File: src/hw/agu_defs.svh
// Constants of the address generation unit
// Functional notes
// - Ten data registers, eight pointers, eight offsets paired by index.
// - Displacement mode: pointer plus signed extension displacement, four extra clocks.
// - Displacement mode fetches one extension word; any memory space allowed.
// - PC-relative branch: 15-bit signed in-word offset, no extension, four clocks.
// - PC-relative branch targets program memory at PC plus offset.
// - Load relative address writes PC plus immediate or pointer value.
// - Load relative address costs four clocks static, two dynamic.
// - Load relative address uses one extension word static, none dynamic.
// - Modifier upper byte all ones selects multiple wraparound; low bits mask.
// - Wraparound keeps pointer inside block sharing its upper bits.
// - Wraparound accepts any offset value, even beyond buffer size.
// - Pointer updates: post inc/dec by one or offset, pre-decrement by one.
`ifndef AGU_DEFS_SVH
`define AGU_DEFS_SVH
`define AGU_WORD_W 32
`define AGU_NUM_DATA 10
`define AGU_NUM_PTR 8
`define AGU_BRANCH_OFS_W 15
`define AGU_MOD_SEL_MSB 31
`define AGU_MOD_SEL_LSB 24
`define AGU_MOD_SEL_VAL 8'hFF
`define AGU_MASK_W 24
`define AGU_CLK_DISP 4
`define AGU_CLK_BRANCH 4
`define AGU_CLK_LRA_STAT 4
`define AGU_CLK_LRA_DYN 2
`define AGU_EXT_DISP 1
`define AGU_EXT_BRANCH 0
`define AGU_EXT_LRA_STAT 1
`define AGU_EXT_LRA_DYN 0
`define AGU_RESET_WORD 32'h0000_0000
`define AGU_LINEAR_MOD 32'hFFFF_FFFF
`endif

File: src/hw/agu_pkg.sv
// Types of the address generation unit
package agu_pkg;
    typedef enum logic [3:0] {
        AGU_OP_NONE = 4'h0,
        AGU_OP_DISP = 4'h1,
        AGU_OP_BRANCH = 4'h2,
        AGU_OP_LRA_STAT = 4'h3,
        AGU_OP_LRA_DYN = 4'h4,
        AGU_OP_UPD = 4'h5,
        AGU_OP_WR_PTR = 4'h6,
        AGU_OP_WR_OFS = 4'h7,
        AGU_OP_WR_MOD = 4'h8,
        AGU_OP_WR_DATA = 4'h9
    } agu_op_t;
    typedef enum logic [2:0] {
        AGU_UPD_NONE = 3'h0,
        AGU_UPD_POST_INC1 = 3'h1,
        AGU_UPD_POST_DEC1 = 3'h2,
        AGU_UPD_POST_INCN = 3'h3,
        AGU_UPD_POST_DECN = 3'h4,
        AGU_UPD_PRE_DEC1 = 3'h5
    } agu_upd_t;
    typedef enum logic [1:0] {
        AGU_SPACE_P = 2'h0,
        AGU_SPACE_X = 2'h1,
        AGU_SPACE_Y = 2'h2,
        AGU_SPACE_L = 2'h3
    } agu_space_t;
    typedef enum logic [1:0] {
        AGU_ST_IDLE = 2'b01,
        AGU_ST_BUSY = 2'b10
    } agu_state_t;
    typedef struct packed {
        agu_op_t op;
        agu_upd_t upd;
        agu_space_t space;
        logic [2:0] ptr_idx;
        logic [3:0] dst_idx;
        logic dst_is_ptr;
        logic [31:0] word;
        logic [31:0] ext;
        logic [31:0] pc;
    } agu_req_t;
    typedef struct packed {
        logic valid;
        logic [31:0] addr;
        agu_space_t space;
        logic branch;
        logic [2:0] extra_clk;
        logic [1:0] ext_words;
    } agu_rsp_t;
endpackage : agu_pkg

File: src/hw/agu_modulo_upd.sv
// Pointer update arithmetic, linear or multiple wraparound
`timescale 1ns/100ps
`include "agu_defs.svh"
module agu_modulo_upd
    import agu_pkg::*;
(
    // Operands
    input wire logic [31:0] ptr_i,
    input wire logic [31:0] ofs_i,
    input wire logic [31:0] mod_i,
    input wire agu_upd_t upd_i,
    // Results
    output logic [31:0] addr_o,
    output logic [31:0] ptr_o
);
    logic wrap;
    logic [31:0] mask;
    logic [31:0] step;
    logic [31:0] sum;
    logic [31:0] pre;
    // -----------------------------------------------
    // Mode select
    // -----------------------------------------------
    assign wrap = (mod_i[`AGU_MOD_SEL_MSB:`AGU_MOD_SEL_LSB] == `AGU_MOD_SEL_VAL);
    assign mask = {8'h00, mod_i[`AGU_MASK_W-1:0]};
    always_comb begin
        step = 32'h0000_0000;
        unique case (upd_i)
            AGU_UPD_POST_INC1: step = 32'h0000_0001;
            AGU_UPD_POST_DEC1: step = 32'hFFFF_FFFF;
            AGU_UPD_POST_INCN: step = ofs_i;
            AGU_UPD_POST_DECN: step = 32'h0000_0000 - ofs_i;
            AGU_UPD_PRE_DEC1: step = 32'hFFFF_FFFF;
            default: step = 32'h0000_0000;
        endcase
    end
    assign sum = ptr_i + step;
    // Upper bits fixed, low M bits from the sum
    assign pre = wrap ? ((ptr_i & ~mask) | (sum & mask)) : sum;
    assign ptr_o = pre;
    assign addr_o = (upd_i == AGU_UPD_PRE_DEC1) ? pre : ptr_i;
endmodule : agu_modulo_upd

File: src/hw/agu_top.sv
// Address generation unit top
`timescale 1ns/100ps
`include "agu_defs.svh"
module agu_top
    import agu_pkg::*;
(
    // Clock and reset
    input wire logic clk_i,
    input wire logic srst_i,
    // Request from program controller
    input wire logic req_valid_i,
    input wire agu_req_t req_i,
    // Answer
    output logic ready_o,
    output agu_rsp_t rsp_o,
    output logic dst_we_o,
    output logic [31:0] dst_data_o,
    output logic [3:0] dst_idx_o,
    output logic dst_is_ptr_o
);
    // -----------------------------------------------
    // Register files
    // -----------------------------------------------
    logic [31:0] data_reg_r [`AGU_NUM_DATA];
    logic [31:0] address_pointer_reg_r [`AGU_NUM_PTR];
    logic [31:0] pointer_offset_reg_r [`AGU_NUM_PTR];
    logic [31:0] modifier_reg_r [`AGU_NUM_PTR];
    agu_state_t state_r;
    logic [2:0] cnt_r;
    logic [31:0] ptr_sel;
    logic [31:0] ofs_sel;
    logic [31:0] mod_sel;
    logic [31:0] upd_addr;
    logic [31:0] upd_ptr;
    logic [31:0] branch_ofs;
    logic take;
    agu_rsp_t rsp_nxt;
    logic [2:0] cnt_nxt;

    assign take = req_valid_i && (state_r == AGU_ST_IDLE);
    assign ptr_sel = address_pointer_reg_r[req_i.ptr_idx];
    assign ofs_sel = pointer_offset_reg_r[req_i.ptr_idx];
    assign mod_sel = modifier_reg_r[req_i.ptr_idx];
    assign branch_ofs = {{17{req_i.word[`AGU_BRANCH_OFS_W-1]}},
                         req_i.word[`AGU_BRANCH_OFS_W-1:0]};

    agu_modulo_upd u_upd (
        .ptr_i(ptr_sel),
        .ofs_i(ofs_sel),
        .mod_i(mod_sel),
        .upd_i(req_i.upd),
        .addr_o(upd_addr),
        .ptr_o(upd_ptr)
    );

    // -----------------------------------------------
    // Address formation
    // -----------------------------------------------
    always_comb begin
        rsp_nxt = '0;
        cnt_nxt = 3'd0;
        if (take) begin
            rsp_nxt.space = req_i.space;
            unique case (req_i.op)
                AGU_OP_DISP: begin
                    rsp_nxt.valid = 1'b1;
                    rsp_nxt.addr = ptr_sel + req_i.ext;
                    rsp_nxt.extra_clk = 3'(`AGU_CLK_DISP);
                    rsp_nxt.ext_words = 2'(`AGU_EXT_DISP);
                    cnt_nxt = 3'(`AGU_CLK_DISP);
                end
                AGU_OP_BRANCH: begin
                    rsp_nxt.valid = 1'b1;
                    rsp_nxt.branch = 1'b1;
                    rsp_nxt.space = AGU_SPACE_P;
                    rsp_nxt.addr = req_i.pc + branch_ofs;
                    rsp_nxt.extra_clk = 3'(`AGU_CLK_BRANCH);
                    rsp_nxt.ext_words = 2'(`AGU_EXT_BRANCH);
                    cnt_nxt = 3'(`AGU_CLK_BRANCH);
                end
                AGU_OP_LRA_STAT: begin
                    rsp_nxt.valid = 1'b1;
                    rsp_nxt.addr = req_i.pc + req_i.ext;
                    rsp_nxt.extra_clk = 3'(`AGU_CLK_LRA_STAT);
                    rsp_nxt.ext_words = 2'(`AGU_EXT_LRA_STAT);
                    cnt_nxt = 3'(`AGU_CLK_LRA_STAT);
                end
                AGU_OP_LRA_DYN: begin
                    rsp_nxt.valid = 1'b1;
                    rsp_nxt.addr = req_i.pc + ptr_sel;
                    rsp_nxt.extra_clk = 3'(`AGU_CLK_LRA_DYN);
                    rsp_nxt.ext_words = 2'(`AGU_EXT_LRA_DYN);
                    cnt_nxt = 3'(`AGU_CLK_LRA_DYN);
                end
                AGU_OP_UPD: begin
                    rsp_nxt.valid = 1'b1;
                    rsp_nxt.addr = upd_addr;
                end
                default: rsp_nxt = '0;
            endcase
        end
    end

    // -----------------------------------------------
    // Extra clock sequencing
    // -----------------------------------------------
    always_ff @(posedge clk_i) begin
        if (srst_i) begin
            state_r <= AGU_ST_IDLE;
            cnt_r <= 3'd0;
            ready_o <= 1'b1;
        end else begin
            unique case (state_r)
                AGU_ST_IDLE: begin
                    if (cnt_nxt > 3'd1) begin
                        state_r <= AGU_ST_BUSY;
                        cnt_r <= cnt_nxt - 3'd1;
                        ready_o <= 1'b0;
                    end
                end
                AGU_ST_BUSY: begin
                    cnt_r <= cnt_r - 3'd1;
                    if (cnt_r == 3'd1) begin
                        state_r <= AGU_ST_IDLE;
                        ready_o <= 1'b1;
                    end
                end
                default: begin
                    state_r <= AGU_ST_IDLE;
                    ready_o <= 1'b1;
                end
            endcase
        end
    end

    // -----------------------------------------------
    // Answer and destination write
    // -----------------------------------------------
    always_ff @(posedge clk_i) begin
        if (srst_i) begin
            rsp_o <= '0;
            dst_we_o <= 1'b0;
            dst_data_o <= `AGU_RESET_WORD;
            dst_idx_o <= 4'd0;
            dst_is_ptr_o <= 1'b0;
        end else begin
            rsp_o <= rsp_nxt;
            dst_we_o <= take && (req_i.op == AGU_OP_LRA_STAT || req_i.op == AGU_OP_LRA_DYN);
            dst_data_o <= rsp_nxt.addr;
            dst_idx_o <= req_i.dst_idx;
            dst_is_ptr_o <= req_i.dst_is_ptr;
        end
    end

    // -----------------------------------------------
    // Register file writes
    // -----------------------------------------------
    always_ff @(posedge clk_i) begin
        if (srst_i) begin
            for (int i = 0; i < `AGU_NUM_PTR; i++) begin
                address_pointer_reg_r[i] <= `AGU_RESET_WORD;
                pointer_offset_reg_r[i] <= `AGU_RESET_WORD;
                modifier_reg_r[i] <= `AGU_LINEAR_MOD;
            end
        end else if (take) begin
            unique case (req_i.op)
                AGU_OP_UPD: address_pointer_reg_r[req_i.ptr_idx] <= upd_ptr;
                AGU_OP_WR_PTR: address_pointer_reg_r[req_i.ptr_idx] <= req_i.word;
                AGU_OP_WR_OFS: pointer_offset_reg_r[req_i.ptr_idx] <= req_i.word;
                AGU_OP_WR_MOD: modifier_reg_r[req_i.ptr_idx] <= req_i.word;
                AGU_OP_LRA_STAT, AGU_OP_LRA_DYN: begin
                    if (req_i.dst_is_ptr) begin
                        address_pointer_reg_r[req_i.dst_idx[2:0]] <= rsp_nxt.addr;
                    end
                end
                default: begin
                end
            endcase
        end
    end

    always_ff @(posedge clk_i) begin
        if (srst_i) begin
            for (int i = 0; i < `AGU_NUM_DATA; i++) begin
                data_reg_r[i] <= `AGU_RESET_WORD;
            end
        end else if (take && req_i.dst_idx < 4'(`AGU_NUM_DATA)) begin
            if (req_i.op == AGU_OP_WR_DATA) begin
                data_reg_r[req_i.dst_idx] <= req_i.word;
            end else if ((req_i.op == AGU_OP_LRA_STAT || req_i.op == AGU_OP_LRA_DYN)
                         && !req_i.dst_is_ptr) begin
                data_reg_r[req_i.dst_idx] <= rsp_nxt.addr;
            end
        end
    end
endmodule : agu_top

File: config.mk
export PLATFORM = sky130hd
export DESIGN_NAME = agu_top
export DESIGN_NICKNAME = d
export VERILOG_FILES = /design/src/hw/agu_pkg.sv /design/src/hw/agu_modulo_upd.sv /design/src/hw/agu_top.sv
export VERILOG_INCLUDE_DIRS = /design/src /design/src/hw
export SDC_FILE = /design/constraint.sdc
export NUM_CORES = 2
export LEC_CHECK = 0
export BUFFER_PORTS_ARGS = -buffer_cell sky130_fd_sc_hd__buf_2
export CAP_MARGIN = 20
export CORE_AREA = 2 2 263 265
export CTS_CLUSTER_SIZE = 12
export DETAILED_ROUTE_END_ITERATION = 10
export DIE_AREA = 0 0 265 267
export GPL_ROUTABILITY_DRIVEN = 0
export HOLD_SLACK_MARGIN = 0.06
export MAX_ROUTING_LAYER = met4
export PLACE_DENSITY = 0.83
export SYNTH_ARGS = -nofsm -noshare
export SYNTH_HDL_FRONTEND = slang
export SYNTH_SLANG_ARGS = --single-unit
export TNS_END_PERCENT = 10
File: constraint.sdc
create_clock -name clk_i -period 16.8 [get_ports clk_i]
set_input_delay 2.52 -clock clk_i [delete_from_list [all_inputs] [get_ports clk_i]]
set_output_delay 2.52 -clock clk_i [all_outputs]
set_load 0.1 [all_outputs]
==> metrics.md <==
| Metric | Value |
|---|---|
| Chip Width | `265 um` |
| Iteration-0 DRC Markers | `5971` |
| Layout cells sized above 1 | `0.2069` |
| Peak Freq | `between 100 and 150 MHz` |
| Synth Flop Type | `edfxtp_1` |
| Yosys warnings | `0` |
| R2R depth | `22` |
| Die area | `70760 um^2` |
| Clock skew | `0.03150 ns` |
| Vias in the first global route | `33031` |
| H-tree levels | `3` |
| Final WL | `148900 um` |
| CTS tree | `built` |
| Global-route wire length before repair | `214400 um` |
| Final Critical Period | `9.536 ns` |
| Post-Syn Area | `between 40000 and 50000 um^2` |
| Post-DP HPWL | `94670 um` |
| Crit-path slowest cell | `o311ai_0` |
| Post-synth top area cell | `edfxtp_1` |
| Final nets | `4190` |
| Worst skew pair latency | `between 0.6 and 0.7 ns` |
| Final cell count without fillers | `about 4900` |
| Critical Path RT | `17.31 ns` |
| Unique cell type count in the Yosys netlist | `between 90 and 100` |
| IR drop worst, VDD | `0.00008928 V` |
| Vias | `~35000` |
| GR Util met1 | `0.5205` |
| Wire per inst | `30.24 um` |
| Max Cap Viol | `0` |
| Antenna Nets Post-Route | `0` |
| Final core occ | `0.7041` |
| RSZ-0062 raised after global routing | `no` |
| Most frequent cell on the critical path | `nand2_1` |
| Headroom to the max-slew limit | `0.1046` |
| Core area | `slightly below 70000 um^2` |
| Crit share post-route | `0.5676` |
| Total CTS buffers | `84` |
| DIE HEIGHT | `approximately 270 um` |
| Pwr dens | `just over 100 nW/um^2` |
| Worst slew pin tran | `1.329 ns` |
| Fill cell count | `around 4600` |
| Register area | `24060 um^2` |
| Static leakage | `0.01725 uW` |
| Critical path endpoint category | `register` |
| CTS Hold Bufs | `0` |
| Mean Syn Cell Area | `11.24 um^2` |
| CTS clk-pin slew, worst paths | `0.06 ns` |
| Hold wc startpoint | `state_r[0]` |
| Worst R2R Start | `pointer_offset_reg_r[0][2]` |
| Synth Register Bits | `roughly 800` |
| DRC errors left | `0` |
| I/O pins | `between 150 and 200` |
| DR pass1 iterations | `9` |
| RR Endpoint | `address_pointer_reg_r[1][31]` |
| # Post-CTS Setup Buffers | `0` |
| Final WS setup | `a little over 7 ns` |
| Clock Tree Buf Depth | `3` |
| CTS Sinks | `approximately 800` |
| Largest net degree at the start of global routing | `63` |
| Number of port buffers | `193` |
| Post_cts resized | `0` |
| CP arrival | `10.05 ns` |
| WHS Endpoint | `cnt_r[2]` |
| Clock Tree Root | `clkbuf_16` |
| Largest cells by area after synthesis | `edfxtp_1 (53%), and2_1 (4.0%), or2_2 (3.9%)` |
| DP Cell Count | `around 4800` |
| Multi-input logic area | `between 15000 and 20000 um^2` |
| Slowest Stage Delay on Critical Path | `0.83 ns` |
| Initial antenna violation count | `8` |
| Synth cell count leaders | `edfxtp_1 (768), nor2_1 (422), and2_1 (279)` |
| Initial Util | `0.6430` |
| Worst hold slack | `0.5487 ns` |
| Setup WS pre-CTS | `6.870 ns` |
| Final setup TNS | `0 ns` |
| Worst setup path category | `primary input to register` |
| Synthesis-to-layout area growth | `9.500%` |
| GR Util All Layers | `0.4300` |
| Async set or reset register ratio after synthesis | `0` |
| Setup violations, final | `0` |
| Max-slew violations | `0` |
| Startpoint Class | `primary input` |
| Register area share after synthesis | `0.5505` |
| Met2 Usage GRT | `0.6090` |
| Hold Fails Final Rpt | `0` |
| EDFF count, synth | `~770` |
| GR Util met3 | `0.1671` |
| Vias per inst | `7.137` |
| HP Class | `register to register` |
| GR peak layer | `met2` |
| Row count | `96` |
| Mapped Cells | `3889` |
| Status | `finished clean` |
| R2R Setup Slk | `9.73 ns` |
| Min-Delay Path Depth | `1` |
| Grt ovf | `0` |
| CP max FO | `between 60 and 70` |
| Count leader, synth | `edfxtp_1` |
| Yosys top cell area share | `0.5276` |
state kept, by name (all words and copies together) (netlist names):
signal and count:
dst_is_ptr_o 1, dst_data_o 32, modifier_reg_r 256, dst_we_o 1
state_r 2, cnt_r 3, rsp_o 7, address_pointer_reg_r 256
pointer_offset_reg_r 256, dst_idx_o 4
stage by stage:
stage	cell area (um^2)	power, uW
after global placement	45240	3134
after global routing	47860	5050
after floorplan	43720	2873
after CTS	47840	4888
after detailed placement	45310	3149
final	47870	4950
worst max-delay path by stage:
stage | start | endpoint | slack, ns | cells past startpoint
finish | req_i[103] | address_pointer_reg_r[1][31] | 7.26 | 25
CTS | req_i[103] | address_pointer_reg_r[1][31] | 7.46 | 25
global route | req_i[103] | address_pointer_reg_r[3][29] | 6.88 | 25
floorplan | req_i[102] | address_pointer_reg_r[0][31] | 8.50 | 27
global placement | req_i[103] | address_pointer_reg_r[0][31] | 7.11 | 25
detailed placement | req_i[103] | address_pointer_reg_r[0][31] | 6.87 | 25
where the power goes:
group / switching (uW) / total, uW / internal, uW
registers: 16.9 / 2290 / 2280
logic: 611 / 870 / 259
clock network: 797 / 1790 / 990
cells by family after synthesis:
kind of cell / after synthesis / synth area share
xor gates and xnor gates: 105 / 0.02104
DFF: 818 / 0.5505
AOI/OAI and AO/OA: 873 / 0.1384
adders and majority gates: 100 / 0.02914
buffers and inverters: 340 / 0.03532
muxes: 210 / 0.05593
other: 1 / 0.00008579
and+or+nand+nor: 1442 / 0.1696
worst max-delay path, delay by kind of cell:
| family | cells | cell delay [ns] |
|---|---|---|
| AO/OA/AOI/OAI | 9 | 3.22 |
| XOR/XNOR | 1 | 0.14 |
| adder cells (fa/ha/maj) | 2 | 0.66 |
| buffers and inverters | 2 | 1.09 |
| multiplexers | 1 | 0.39 |
| AND/OR/NAND/NOR | 10 | 1.98 |
layout by cell type (no fill, tap or decap), drive strengths merged, types with 19 or more instances in the layout:
| cell | count |
|---|---|
| o21ai | 158 |
| nand2 | 220 |
| nand2b | 34 |
| or2 | 275 |
| nand3 | 41 |
| inv | 47 |
| nor2 | 422 |
| and2 | 281 |
| buf | 294 |
| nor3 | 51 |
| xor2 | 36 |
| o211ai | 20 |
| a221oi | 68 |
| o22ai | 64 |
| clkbuf | 125 |
| edfxtp | 768 |
| ha | 97 |
| a21o | 68 |
| a22oi | 79 |
| o221ai | 34 |
| a211oi | 26 |
| a21oi | 171 |
| a31oi | 21 |
| xnor2 | 69 |
| o21a | 19 |
| mux2 | 88 |
| and3 | 24 |
| mux2i | 104 |
| a221o | 40 |
| nor2b | 23 |
| dfxtp | 50 |
per-layer routing:
layer | up-vias | part of all wire | routed length, um
li1 | 14517 | - | -
met1 | 16482 | 0.33 | 48880
met2 | 3368 | 0.42 | 62600
met3 | 766 | 0.18 | 26520
met4 | 0 | 0.073 | 10880
met5 | - | 0 | 0
layout make-up:
| cell class | instances | area share |
|---|---|---|
| inverters | 42 | 0.003294 |
| clock inverters | 24 | 0.005385 |
| repair buffers | 296 | 0.03743 |
| well taps | 882 | 0.02306 |
| flip-flops and latches | 818 | 0.5027 |
| clock buffers | 123 | 0.04760 |
| diodes | 6 | 0.0003137 |
| multi-input cells | 2732 | 0.3802 |
(Power assumes the default switching activity.)
